File: src/core/oag_pkg.sv
package oag_pkg;
  localparam int          AW           = 16;
  localparam logic [3:0]  MODE_X1_AL   = 4'h0;
  localparam logic [3:0]  MODE_X1_R0   = 4'h1;
  localparam logic [3:0]  MODE_SBA_FIX = 4'h2;
  localparam logic [3:0]  MODE_SBA_CUR = 4'h3;
  localparam logic [3:0]  MODE_IMM     = 4'h4;
  localparam logic [3:0]  MODE_TBL_DIR = 4'h5;
  localparam logic [3:0]  MODE_TBL_IND = 4'h6;
  localparam logic [3:0]  MODE_TBL_BAS = 4'h7;
  localparam logic [3:0]  MODE_NEAR    = 4'h8;
  localparam logic [3:0]  MODE_FAR     = 4'h9;
  localparam logic [3:0]  MODE_REL8    = 4'hA;
  localparam logic [3:0]  MODE_REL7    = 4'hB;
  localparam logic [3:0]  MODE_AREA_CALL_OP    = 4'hC;
  localparam logic [3:0]  MODE_VECTOR_CALL_OP    = 4'hD;
  localparam logic [3:0]  MODE_CIND    = 4'hE;
  localparam logic [3:0]  MODE_DATA    = 4'hF;
  localparam logic [2:0]  OP_SET_BIT   = 3'h1;
  localparam logic [2:0]  OP_CLR_BIT   = 3'h2;
  localparam logic [2:0]  OP_JBS       = 3'h3;
  localparam logic [2:0]  OP_JBC       = 3'h4;
  localparam logic [2:0]  OP_LCODE     = 3'h5;
  localparam logic [2:0]  OP_CMPCODE   = 3'h6;
  localparam logic [15:0] SBA_FIX_BASE = 16'h02C0;
  localparam logic [7:0]  SBA_LO_BASE  = 8'hC0;
  localparam logic [15:0] AREA_CALL_OP_BASE    = 16'h1000;
  localparam logic [15:0] VECTOR_CALL_OP_BASE    = 16'h004A;
  localparam logic [15:0] INH_LO       = 16'h0100;
  localparam logic [15:0] INH_HI       = 16'h01FF;
  localparam logic [15:0] ROMWIN_LO    = 16'h8000;
  localparam logic [15:0] ROMWIN_HI    = 16'hFFFF;
endpackage : oag_pkg

File: src/core/oag_add16.sv
`timescale 1ns/1ps
module oag_add16 (
  input  wire logic [15:0] a,
  input  wire logic [15:0] b,
  output logic      [15:0] sum
);
  // carry dropped so sums wrap inside the 64K space
  logic [16:0] full;
  assign full = {1'b0, a} + {1'b0, b};
  assign sum  = full[15:0];
endmodule : oag_add16

File: src/core/oag_region_chk.sv
`timescale 1ns/1ps
module oag_region_chk (
  input  wire logic [15:0] addr,
  output logic             inhibit,
  output logic             rom_window
);
  assign inhibit    = (addr >= oag_pkg::INH_LO) && (addr <= oag_pkg::INH_HI);
  assign rom_window = (addr >= oag_pkg::ROMWIN_LO) && (addr <= oag_pkg::ROMWIN_HI);
endmodule : oag_region_chk

File: src/core/oag_addr_gen.sv
`timescale 1ns/1ps
// Notes on behaviour
// - index one plus zero-extended byte, wraps
// - word access clears address bit zero, except in the two bit areas
// - fixed bit area 2C0H.0 to 2FFH.7
// - current page bit area C0H..FFH
// - bit areas only for four bit ops
// - immediate: two code bytes word, one byte
// - table modes only for code load/compare
// - direct table offset from two bytes
// - indirect table uses fetched word pointer
// - base plus fetched word, wrapped
// - near target from two code bytes
// - far target from three code bytes
// - relative: pc plus 8 or 7-bit, wraps
// - area call 1000H plus 11-bit field
// - vector entries 004AH..0069H, segment zero
// - indirect code target from fetched word
// - rom window reads come from table segment
// - seven-bit displacement sign is bit 6
module oag_addr_gen (
  input  wire logic        mclk,
  input  wire logic        reset,
  input  wire logic        req,
  input  wire logic [3:0]  mode,
  input  wire logic [2:0]  op,
  input  wire logic        word_acc,
  input  wire logic        is_write,
  input  wire logic        use_disp7,
  input  wire logic [15:0] ptr_reg,
  input  wire logic [15:0] index_reg_one,
  input  wire logic [7:0]  accum_low_byte,
  input  wire logic [7:0]  local_reg_zero,
  input  wire logic [7:0]  page_sel,
  input  wire logic [15:0] pc,
  input  wire logic        code_seg,
  input  wire logic        table_segment_select,
  input  wire logic [15:0] fetched_word,
  input  wire logic [7:0]  code_b0,
  input  wire logic [7:0]  code_b1,
  input  wire logic [7:0]  code_b2,
  output logic             addr_valid,
  output logic [15:0]      addr,
  output logic [2:0]       bit_sel,
  output logic             seg_out,
  output logic             to_rom,
  output logic             data_side,
  output logic [1:0]       imm_bytes,
  output logic             mode_fault,
  output logic             inhibit_fault
);
  function automatic logic [15:0] sext7(input logic [6:0] f);
    sext7 = {{9{f[6]}}, f};
  endfunction : sext7

  logic [15:0] add_a;
  logic [15:0] add_b;
  logic [15:0] sum;
  logic        inh;
  logic        romw;
  logic [15:0] a_c;
  logic [2:0]  bit_c;
  logic        seg_c;
  logic        rom_c;
  logic        data_c;
  logic [1:0]  imm_c;
  logic        mf_c;
  logic        bit_op;
  logic        code_op;
  logic        addr_valid_nxt;
  logic [15:0] addr_nxt;
  logic [2:0]  bit_sel_nxt;
  logic        seg_out_nxt;
  logic        to_rom_nxt;
  logic        data_side_nxt;
  logic [1:0]  imm_bytes_nxt;
  logic        mode_fault_nxt;
  logic        inhibit_fault_nxt;
  logic [15:0] word_w;
  logic [15:0] code_w;

  assign word_w  = {code_b1, code_b0};
  assign code_w  = {code_b1, code_b0};
  assign bit_op  = (op == oag_pkg::OP_SET_BIT) || (op == oag_pkg::OP_CLR_BIT)
                || (op == oag_pkg::OP_JBS) || (op == oag_pkg::OP_JBC);
  assign code_op = (op == oag_pkg::OP_LCODE) || (op == oag_pkg::OP_CMPCODE);

  oag_add16 u_add (
    .a   (add_a),
    .b   (add_b),
    .sum (sum)
  );

  oag_region_chk u_reg (
    .addr       (a_c),
    .inhibit    (inh),
    .rom_window (romw)
  );

  // adder operand selection
  always_comb begin
    add_a = ptr_reg;
    add_b = 16'h0000;
    case (mode)
      oag_pkg::MODE_X1_AL: begin
        add_a = index_reg_one;
        add_b = {8'h00, accum_low_byte};
      end
      oag_pkg::MODE_X1_R0: begin
        add_a = index_reg_one;
        add_b = {8'h00, local_reg_zero};
      end
      oag_pkg::MODE_TBL_BAS: begin
        add_a = word_w;
        add_b = fetched_word;
      end
      oag_pkg::MODE_REL8: begin
        add_a = pc;
        add_b = {8'h00, code_b0};
      end
      oag_pkg::MODE_REL7: begin
        add_a = pc;
        add_b = sext7(code_b0[6:0]);
      end
      oag_pkg::MODE_DATA: begin
        add_a = ptr_reg;
        add_b = use_disp7 ? sext7(code_b0[6:0]) : 16'h0000;
      end
      default: begin
        add_a = ptr_reg;
        add_b = 16'h0000;
      end
    endcase
  end

  // address formation per mode
  always_comb begin
    a_c    = 16'h0000;
    bit_c  = 3'h0;
    seg_c  = code_seg;
    rom_c  = 1'b0;
    data_c = 1'b1;
    imm_c  = 2'h0;
    mf_c   = 1'b0;
    case (mode)
      oag_pkg::MODE_X1_AL, oag_pkg::MODE_X1_R0, oag_pkg::MODE_DATA: begin
        a_c = sum;
      end
      oag_pkg::MODE_SBA_FIX: begin
        // code_b1[0] is bit 8 of the bit number, so all 512 bits are reachable
        a_c   = oag_pkg::SBA_FIX_BASE + {10'h000, code_b1[0], code_b0[7:3]};
        bit_c = code_b0[2:0];
        mf_c  = !bit_op;
      end
      oag_pkg::MODE_SBA_CUR: begin
        a_c   = {page_sel, oag_pkg::SBA_LO_BASE + {2'h0, code_b1[0], code_b0[7:3]}};
        bit_c = code_b0[2:0];
        mf_c  = !bit_op;
      end
      oag_pkg::MODE_IMM: begin
        data_c = 1'b0;
        rom_c  = 1'b1;
        a_c    = pc;
        imm_c  = word_acc ? 2'h2 : 2'h1;
      end
      oag_pkg::MODE_TBL_DIR: begin
        data_c = 1'b0;
        rom_c  = 1'b1;
        seg_c  = table_segment_select;
        a_c    = word_w;
        mf_c   = !code_op;
      end
      oag_pkg::MODE_TBL_IND: begin
        data_c = 1'b0;
        rom_c  = 1'b1;
        seg_c  = table_segment_select;
        a_c    = fetched_word;
        mf_c   = !code_op;
      end
      oag_pkg::MODE_TBL_BAS: begin
        data_c = 1'b0;
        rom_c  = 1'b1;
        seg_c  = table_segment_select;
        a_c    = sum;
        mf_c   = !code_op;
      end
      oag_pkg::MODE_NEAR: begin
        data_c = 1'b0;
        rom_c  = 1'b1;
        a_c    = code_w;
      end
      oag_pkg::MODE_FAR: begin
        data_c = 1'b0;
        rom_c  = 1'b1;
        seg_c  = code_b2[0];
        a_c    = code_w;
      end
      oag_pkg::MODE_REL8, oag_pkg::MODE_REL7: begin
        data_c = 1'b0;
        rom_c  = 1'b1;
        a_c    = sum;
      end
      oag_pkg::MODE_AREA_CALL_OP: begin
        data_c = 1'b0;
        rom_c  = 1'b1;
        a_c    = oag_pkg::AREA_CALL_OP_BASE | {5'h00, code_b1[2:0], code_b0};
      end
      oag_pkg::MODE_VECTOR_CALL_OP: begin
        data_c = 1'b0;
        rom_c  = 1'b1;
        seg_c  = 1'b0;
        a_c    = oag_pkg::VECTOR_CALL_OP_BASE + {11'h000, code_b0[3:0], 1'b0};
      end
      oag_pkg::MODE_CIND: begin
        data_c = 1'b0;
        rom_c  = 1'b1;
        a_c    = fetched_word;
      end
      default: begin
        a_c = sum;
      end
    endcase
  end

  // register the result; one cycle after req
  always_comb begin
    addr_valid_nxt    = 1'b0;
    addr_nxt          = addr;
    bit_sel_nxt       = bit_sel;
    seg_out_nxt       = seg_out;
    to_rom_nxt        = to_rom;
    data_side_nxt     = data_side;
    imm_bytes_nxt     = imm_bytes;
    mode_fault_nxt    = 1'b0;
    inhibit_fault_nxt = 1'b0;
    if (req) begin
      addr_nxt      = (word_acc && mode != oag_pkg::MODE_SBA_FIX
                       && mode != oag_pkg::MODE_SBA_CUR) ? {a_c[15:1], 1'b0} : a_c;
      bit_sel_nxt   = bit_c;
      seg_out_nxt   = seg_c;
      imm_bytes_nxt = imm_c;
      data_side_nxt = data_c;
      // rom window: reads go to table segment, writes unguaranteed
      to_rom_nxt    = rom_c || (data_c && romw && !is_write);
      if (data_c && romw && !is_write) begin
        seg_out_nxt = table_segment_select;
      end
      mode_fault_nxt    = mf_c;
      inhibit_fault_nxt = data_c && inh;
      addr_valid_nxt    = !mf_c && !(data_c && inh);
    end
  end

  always_ff @(posedge mclk or posedge reset) begin
    if (reset) begin
      addr_valid    <= 1'b0;
      addr          <= 16'h0000;
      bit_sel       <= 3'h0;
      seg_out       <= 1'b0;
      to_rom        <= 1'b0;
      data_side     <= 1'b0;
      imm_bytes     <= 2'h0;
      mode_fault    <= 1'b0;
      inhibit_fault <= 1'b0;
    end else begin
      addr_valid    <= addr_valid_nxt;
      addr          <= addr_nxt;
      bit_sel       <= bit_sel_nxt;
      seg_out       <= seg_out_nxt;
      to_rom        <= to_rom_nxt;
      data_side     <= data_side_nxt;
      imm_bytes     <= imm_bytes_nxt;
      mode_fault    <= mode_fault_nxt;
      inhibit_fault <= inhibit_fault_nxt;
    end
  end

  a_x1_wrap: assert property (@(posedge mclk) disable iff (reset)
    req && mode == oag_pkg::MODE_X1_AL && !word_acc |=>
      addr == $past(index_reg_one) + {8'h00, $past(accum_low_byte)})
    else $error("indexed address wrong");

  a_word_even: assert property (@(posedge mclk) disable iff (reset)
    req && word_acc |=> !addr[0] || $past(mode) == oag_pkg::MODE_SBA_FIX
      || $past(mode) == oag_pkg::MODE_SBA_CUR)
    else $error("word address odd");

  a_sba_fix_range: assert property (@(posedge mclk) disable iff (reset)
    req && mode == oag_pkg::MODE_SBA_FIX |=> addr[15:6] == 10'h00B)
    else $error("fixed bit area out of range");

  a_sba_page: assert property (@(posedge mclk) disable iff (reset)
    req && mode == oag_pkg::MODE_SBA_CUR |=> addr[15:8] == $past(page_sel)
      && addr[7:6] == 2'h3)
    else $error("page bit area wrong");

  a_sba_ops: assert property (@(posedge mclk) disable iff (reset)
    req && mode == oag_pkg::MODE_SBA_FIX && !bit_op |=> mode_fault && !addr_valid)
    else $error("bit area misuse not flagged");

  a_imm_count: assert property (@(posedge mclk) disable iff (reset)
    req && mode == oag_pkg::MODE_IMM |=> imm_bytes == ($past(word_acc) ? 2'h2 : 2'h1))
    else $error("immediate byte count wrong");

  a_tbl_seg: assert property (@(posedge mclk) disable iff (reset)
    req && mode == oag_pkg::MODE_TBL_IND && code_op |=>
      addr_valid && to_rom && seg_out == $past(table_segment_select))
    else $error("table segment not used");

  a_vector_call_op_range: assert property (@(posedge mclk) disable iff (reset)
    req && mode == oag_pkg::MODE_VECTOR_CALL_OP |=> addr >= 16'h004A && addr <= 16'h0069
      && !seg_out)
    else $error("vector entry out of range");

  a_area_call_op_area: assert property (@(posedge mclk) disable iff (reset)
    req && mode == oag_pkg::MODE_AREA_CALL_OP |=> addr >= 16'h1000 && addr <= 16'h17FF)
    else $error("area call target out of range");

  a_inh_flag: assert property (@(posedge mclk) disable iff (reset)
    inhibit_fault |-> !addr_valid)
    else $error("inhibited address driven");
endmodule : oag_addr_gen

File: config.mk
export PLATFORM = sky130hd
export DESIGN_NAME = oag_addr_gen
export DESIGN_NICKNAME = d
export VERILOG_FILES = /design/src/core/oag_pkg.sv /design/src/core/oag_add16.sv /design/src/core/oag_region_chk.sv /design/src/core/oag_addr_gen.sv
export SDC_FILE = /design/constraint.sdc
export NUM_CORES = 1
export LEC_CHECK = 0
export ABC_AREA = 1
export CORE_ASPECT_RATIO = 0.75
export CORE_MARGIN = 10
export CORE_UTILIZATION = 60
export CTS_CLUSTER_DIAMETER = 150
export DETAILED_ROUTE_END_ITERATION = 8
export DONT_BUFFER_PORTS = 1
export HOLD_SLACK_MARGIN = 0.08
export PLACE_DENSITY = 0.85
export SKIP_CTS_REPAIR_TIMING = 1
export SYNTH_ARGS = -nofsm -noshare
export SYNTH_HDL_FRONTEND = slang
export SYNTH_SLANG_ARGS = --single-unit
File: constraint.sdc
create_clock -name mclk -period 0.8 [get_ports mclk]
set_input_delay 0.08 -clock mclk [delete_from_list [all_inputs] [get_ports mclk]]
set_output_delay 0.08 -clock mclk [all_outputs]
set_load 0.02 [all_outputs]
==> results of run 1 <==
-- kinds of logic after synthesis --
kind of cell / synth area share, %
AND/OR/NAND/NOR: 38.9
AO/OA/AOI/OAI: 22.4
buffers and inverters: 12.5
flip-flops: 19.0
adder cells (fa/ha/maj): 6.19
XOR/XNOR: 0.985
-- metal layers --
layer | global-route usage [%] | overflow
met5 | 16.5 | 0
met4 | 59.7 | 17
met3 | 45.0 | 0
met2 | 75.3 | 21
met1 | 59.5 | 1
-- metrics by stage --
step                      cells  worst slack, ns  util (%)  TNS (ns)
after floorplan             610            -1.47         -    -22.45
after global placement      812            -1.66      82.5    -28.44
after detailed placement    812            -1.78      82.5    -30.57
after CTS                   816            -1.53      83.2    -27.24
==> impl_metrics.tcl, run 1 <==
set metrics [dict create \
    synth_top_area_cell "nand2_1" \
    gr-total-overflow 39 \
    grt_max_degree 30 \
    gp_congestion 1.05 \
    htree_levels 1 \
    synthTopCellsByCount "nand2_1, inv_1, nor2_1" \
    grt_usage_pct 59.8 \
    lastStage "global routing (5_1_grt)" \
    syn_nets 754 \
    synth-seq-cells 27 \
    synthTopCellsByArea "nand2_1, dfrtp_1, inv_1" \
    rows 24 \
    port_buffers 0 \
    cts_buffers 3 \
    die_y_um 86.7 \
    cts_buffer_depth 2 \
    syn_area_um2 3560 \
    error "[ERROR GRT-0232] Routing congestion too high. Check the congestion heatmap in the GUI." \
    synth_most_common_cell "nand2_1" \
    yosysSeqAreaShare_pct 19.0 \
    cts.sinks 27 \
    hpwlAfterDp_um 13400 \
    placed_cell_area_um2 4780 \
    yosysTopAreaCellShare_pct 20.2 \
    synth_edf_count 0 \
    synth-warning-count 0 \
    synth-async-reset-ratio_pct 100 \
    start_util_pct 61.4 \
    grt_worst_setup_endpoint "addr_valid$_DFF_PP0_/D" \
    syn_avg_cell_area_um2 5.83 \
    yosys.cell_types.count 44 \
    root_buffer "clkbuf_8" \
    status "stopped before the end" \
    endpoint_type "sequential cell input" \
    synth_ff_type "dfrtp_1" \
    synthCells 610 \
    pin_count 154 \
    die_x_um 109 \
]
==> run 2, diff against run 1 <==
--- a/config.mk
+++ b/config.mk
@@ -6,14 +6,11 @@
 export NUM_CORES = 1
 export LEC_CHECK = 0
 export ABC_AREA = 1
-export CORE_ASPECT_RATIO = 0.75
 export CORE_MARGIN = 10
-export CORE_UTILIZATION = 60
-export CTS_CLUSTER_DIAMETER = 150
+export CORE_UTILIZATION = 40
 export DETAILED_ROUTE_END_ITERATION = 8
 export DONT_BUFFER_PORTS = 1
-export HOLD_SLACK_MARGIN = 0.08
-export PLACE_DENSITY = 0.85
+export PLACE_DENSITY_LB_ADDON = 0.15
 export SKIP_CTS_REPAIR_TIMING = 1
 export SYNTH_ARGS = -nofsm -noshare
 export SYNTH_HDL_FRONTEND = slang
==> impl_metrics.tcl, run 2 <==
set metrics [dict create \
    synthTopCellsByCount "nand2_1, inv_1, nor2_1" \
    grt_pass1_vias 4662 \
    via_per_inst 5.40 \
    pin_count 154 \
    hold_class "in -> reg" \
    slew_violations 0 \
    port_buffers 0 \
    worstHoldPathCells 1 \
    synth_most_common_cell "nand2_1" \
    gp_congestion 0.992 \
    core_um2 8680 \
    cp_common_cell "nand2_1" \
    r2r-start "addr[9]" \
    root_buffer "clkbuf_8" \
    status "finished with violations" \
    hpwlAfterDp_um 13900 \
    worstReg2RegEnd "addr[9]" \
    cp_top_family "simple AND/OR/NAND/NOR gates" \
    cts_tree "done" \
    cp.arrival_ns 2.53 \
    area_growth_syn_to_layout_pct 68.4 \
    worstMarginPinSlew_ns 0.358 \
    start_kind "input pin" \
    yosysSeqAreaShare_pct 19.0 \
    syn_avg_cell_area_um2 5.83 \
    grt_pass1_wl_um 24600 \
    max_freq_mhz 425 \
    nets 944 \
    synth-async-reset-ratio_pct 100 \
    largestRegisters "addr (16), bit_sel (3), imm_bytes (2)" \
    max-slew-margin-rel_pct 75.5 \
    grt_usage_pct 23.4 \
    gr-total-overflow 0 \
    cts_buffer_depth 2 \
    antenna_found_initial 0 \
    num_vias 4902 \
    crit_buf_inv 5 \
    fin_ws_ns -1.55 \
    syn_area_um2 3560 \
    yosysTopAreaCellShare_pct 20.2 \
    utilization_pct 69.0 \
    p_leak_uw 0.00308 \
    drcViolationCount 0 \
    placed_cell_area_um2 4920 \
    synth-seq-cells 27 \
    n_antenna_cell 0 \
    period_share_pct 294 \
    yosys.cell_types.count 44 \
    clk_pin_slew_ns 0.09 \
    drt-initial-drc-count 324 \
    cp_slowest_stage_delay_ns 0.36 \
    fin_crit_ns 2.35 \
    crit_type "in -> reg" \
    cts.sinks 27 \
    htree_levels 1 \
    finalClockSkew_ns 0 \
    worstPathRequired_ns 0.97 \
    synthTopCellsByArea "nand2_1, dfrtp_1, inv_1" \
    crit_fanout 7 \
    first_pass_iters 5 \
    vdd_drop_max_mv 0.569 \
    r2r_slack_ns -0.08 \
    crit_chain "inv_12, nor2_4, nand2_4, buf_6, o22ai_4, a21oi_2, a21oi_2, ha_4, inv_2, fa_2, inv_2, nand3_2, nand2_4, nand2_1, nand2_2, nand2_1, nand2_1, nand2_1, nand3_2, nand2_1, nor2_1, nand4_1, nand2_1, inv_1" \
    top_register "addr" \
    setup_tns_ns -26.76 \
    synth-warning-count 0 \
    routedWlPerCell_um 18.7 \
    hp-start "req" \
    layout_commonest_cell "nand2_1" \
    synth_edf_count 0 \
    die_y_um 114 \
    synthCells 610 \
    setup_viol 46 \
    holdWs_ns -0.0869 \
    hold_end "to_rom" \
    ant_nets 0 \
    start_util_pct 41.0 \
    synth_top_area_cell "nand2_1" \
    largest_reg_flops 16 \
    grt_max_degree 30 \
    hold_viol 13 \
    routed_wl_um 16900 \
    failed_checks "negative hold slack, negative setup slack" \
    synth_ff_type "dfrtp_1" \
    cts_buffers 3 \
    p_per_area_nw_per_um2 1100 \
    syn_nets 754 \
    final_cell_mix "nand2_1, buf_4, inv_1" \
    endpoint_kind "flip-flop" \
    die_x_um 114 \
    drive_above_1_share_pct 41.4 \
    rows 34 \
    dieArea_um2 13100 \
    drv_cap 0 \
    r2r_cells 3 \
    fin_area_um2 5990 \
    clk_latency_ns 0.27 \
    grt_setup_unrepaired "true" \
    cpMaxStageDelayCell "fa_2" \
]
-- run 2: cell counts after synthesis --
No cell type changed its count.
-- run 2: metal layers --
metal  vias up  GRT usage, %  part of all wire [%]
li1       2389             -                     -
met1      2279          30.6                    42
met2       212          38.8                    48
met3        22          4.82                   7.8
met4         0          4.34                   2.2
met5         -             0                     0
-- run 2: power by group --
group | total, µW | switching, µW | internal [µW] | leakage [µW]
Clock | 762 | 414 | 348 | 0.0000255
Sequential | 1660 | 131 | 1530 | 0.000338
Combinational | 4170 | 2140 | 2030 | 0.00272
-- run 2: how the worst max path moves through the flow --
| stage | depth (start not counted) | endpoint | from | slack (ns) |
|---|---|---|---|---|
| 6_report | 24 | addr_valid | mode[2] | -1.55 |
| 5_1_grt | 24 | addr_valid | mode[2] | -1.69 |
| 4_1_cts | 20 | addr_valid | mode[2] | -1.68 |
| 3_5_place_dp | 20 | addr_valid | mode[2] | -1.96 |
| 3_3_place_gp | 20 | addr_valid | mode[2] | -1.95 |
| 2_1_floorplan | 24 | addr_valid | mode[2] | -1.47 |
-- run 2: logic make-up (layout without fill, tap and decap cells) --
logic type                 Yosys count  after routing  synth area share (%)
xor gates and xnor gates             4              4                 0.985
and+or+nand+nor                    320            320                  38.9
adders and majority gates           17             17                  6.19
buffers and inverters              113            302                  12.5
DFF                                 27             27                  19.0
AOI/OAI and AO/OA                  129            129                  22.4
-- run 2: area by class of cell --
| class | count | area, µm² |
|---|---|---|
| inverter | 100 | 405 |
| fill | 779 | 2690 |
| clock buffer | 3 | 41.3 |
| multi-input combinational | 470 | 3050 |
| sequential | 27 | 676 |
| timing repair buffer | 198 | 1680 |
| clock inverter | 1 | 5.00 |
| tap | 108 | 135 |
-- run 2: through the flow --
step	cells	power, µW	setup slack, ns
2_1_floorplan	610	3360	-1.47
3_3_place_gp	859	4730	-1.95
3_5_place_dp	859	4760	-1.96
4_1_cts	863	5530	-1.68
5_1_grt	907	7030	-1.69
6_report	907	6590	-1.55
(Power assumes the default switching activity.)
==> run 3, diff against run 2 <==
--- a/config.mk
+++ b/config.mk
@@ -11,7 +11,6 @@
 export DETAILED_ROUTE_END_ITERATION = 8
 export DONT_BUFFER_PORTS = 1
 export PLACE_DENSITY_LB_ADDON = 0.15
-export SKIP_CTS_REPAIR_TIMING = 1
 export SYNTH_ARGS = -nofsm -noshare
 export SYNTH_HDL_FRONTEND = slang
 export SYNTH_SLANG_ARGS = --single-unit
==> impl_metrics.tcl, run 3 (synthesis results as in run 2) <==
set metrics [dict create \
    start_kind "input pin" \
    via_per_inst 5.50 \
    drv_cap 0 \
    status "finished with violations" \
    r2r-start "to_rom" \
    area_growth_syn_to_layout_pct 71.0 \
    hold_end "addr[14]" \
    cts_buffer_depth 2 \
    gp_congestion 0.992 \
    hold_class "in -> reg" \
    gr-total-overflow 0 \
    die_x_um 114 \
    p_leak_uw 0.00310 \
    cp_common_cell "nand2_1" \
    max-slew-margin-rel_pct 65.4 \
    pin_count 154 \
    die_y_um 114 \
    drive_above_1_share_pct 43.1 \
    cp.arrival_ns 2.49 \
    finalClockSkew_ns 0 \
    cp-startpoint "mode[2]" \
    holdWs_ns -0.0843 \
    crit_type "in -> reg" \
    cts_tree "done" \
    hpwlAfterDp_um 13900 \
    period_share_pct 290 \
    hp-start "req" \
    endpoint_kind "flip-flop" \
    hold_viol 13 \
    crit_chain "inv_12, nor2_4, nand2_8, buf_8, o22ai_4, a21oi_2, a21oi_2, ha_4, inv_2, fa_2, inv_2, nand3_4, nand2_4, nand2_2, nand2_2, nand2_2, nand2_1, nand2_1, nand3_2, nand2_1, nor2_1, nand4_1, nand2_1, inv_1" \
    ant_nets 0 \
    grt_pass1_vias 5012 \
    drt-initial-drc-count 374 \
    nets 943 \
    fin_crit_ns 2.32 \
    clk_latency_ns 0.27 \
    rows 34 \
    crit_fanout 8 \
    clk_pin_slew_ns 0.09 \
    core_um2 8680 \
    power.switching_uw 2750 \
    vdd_drop_max_mv 0.549 \
    htree_levels 1 \
    grt_setup_unrepaired "true" \
    n_antenna_cell 0 \
    slew_violations 0 \
    start_util_pct 41.0 \
    worstMarginPinSlew_ns 0.506 \
    failed_checks "negative hold slack, negative setup slack" \
    r2r_slack_ns -0.08 \
    port_buffers 0 \
    top_register "addr" \
    cts.sinks 27 \
    hold_buffers 4 \
    routed_wl_um 17500 \
    p_sw_share_pct 41.3 \
    root_buffer "clkbuf_8" \
    routedWlPerCell_um 19.3 \
    cp_slowest_stage_delay_ns 0.34 \
    clock_power_share_pct 11.5 \
    largest_reg_flops 16 \
    cpMaxStageDelayCell "fa_2" \
    antenna_found_initial 0 \
    largestRegisters "addr (16), bit_sel (3), imm_bytes (2)" \
    p_per_area_nw_per_um2 1100 \
    grt_usage_pct 24.7 \
    first_pass_iters 5 \
    p_seq_share_pct 24.9 \
    worstReg2RegEnd "to_rom" \
    worstPathRequired_ns 0.97 \
    dieArea_um2 13100 \
    worstHoldPathCells 1 \
    pwr-share-comb_pct 63.6 \
    fin_ws_ns -1.52 \
    layout_commonest_cell "nand2_1" \
    final_cell_mix "nand2_1, buf_4, inv_1" \
    num_vias 4979 \
    cts_buffers 3 \
    grt_max_degree 30 \
    drcViolationCount 0 \
    r2r_cells 3 \
    max_freq_mhz 430 \
    setup_viol 47 \
    totalPowerFinal_uw 6680 \
    grt_pass1_wl_um 26200 \
    power.internal_uw 3920 \
]
run 3: cell count changes in the layout (fill, tap and decap cells not counted), moves of 3 or more:
cell,before,now
buf_4,154,144
buf_6,36,45
inv_1,83,78
inv_2,10,13
inv_6,1,4
nand2_1,160,155
nand2_2,24,29
nand3_2,11,15
nor2_1,57,54
nor2_2,5,8
o21ai_1,11,14
run 3: worst max-delay path, delay by kind of cell:
kind / cells / cell delay, ns
buffers and inverters: 5 / 0.32
AO/OA/AOI/OAI: 3 / 0.33
adder cells (fa/ha/maj): 2 / 0.50
AND/OR/NAND/NOR: 14 / 1.24
run 3: power by group through the flow:
stage | clock, µW | combinational, µW | sequential, µW
2_1_floorplan | 0 | 1520 | 1840
3_3_place_gp | 0 | 3080 | 1650
3_5_place_dp | 0 | 3100 | 1660
4_1_cts | 784 | 3800 | 1660
5_1_grt | 827 | 4590 | 1680
6_report | 769 | 4240 | 1660
run 3: cell type report:
class / count / area (µm²)
Fill cell: 760 / 2590
Sequential cell: 27 / 676
Clock buffer: 3 / 41.3
Tap cell: 108 / 135
Inverter: 100 / 428
Multi-Input combinational cell: 470 / 3090
Clock inverter: 1 / 5.00
Timing Repair Buffer: 197 / 1710
run 3: through the flow:
step                utilization, %  setup WS, ns  std cells  TNS, ns  instance area [µm²]
floorplan                        -         -1.47        610   -22.45                 3680
global placement              56.7         -1.95        859   -31.52                 4920
detailed placement            56.7         -1.96        859   -32.19                 4920
CTS                           65.2         -1.44        891   -24.91                 5660
global route                  70.1         -1.66        906   -29.59                 6080
finish                        70.1         -1.52        906   -26.63                 6080
run 3: metal layers:
layer | GRT usage, % | vias to the layer above | share of wire, %
li1 | - | 2385 | -
met1 | 30.8 | 2319 | 40
met2 | 42.3 | 241 | 49
met3 | 5.50 | 34 | 9.1
met4 | 5.68 | 0 | 2.3
met5 | 0 | - | 0
run 3: timing repair:
item,in CTS,in global routing
hold endpoints to repair,44,12
setup endpoints to repair,47,52
pin swaps,27,43
resized for setup,114,79
setup buffers,24,16
run 3: how the worst max path moves through the flow:
stage | endpoint | slack, ns | depth (start not counted)
after floorplan | addr_valid | -1.47 | 24
after global placement | addr_valid | -1.95 | 20
after detailed placement | addr_valid | -1.96 | 20
after CTS | addr_valid | -1.44 | 22
after global routing | addr_valid | -1.66 | 22
final | addr_valid | -1.52 | 24
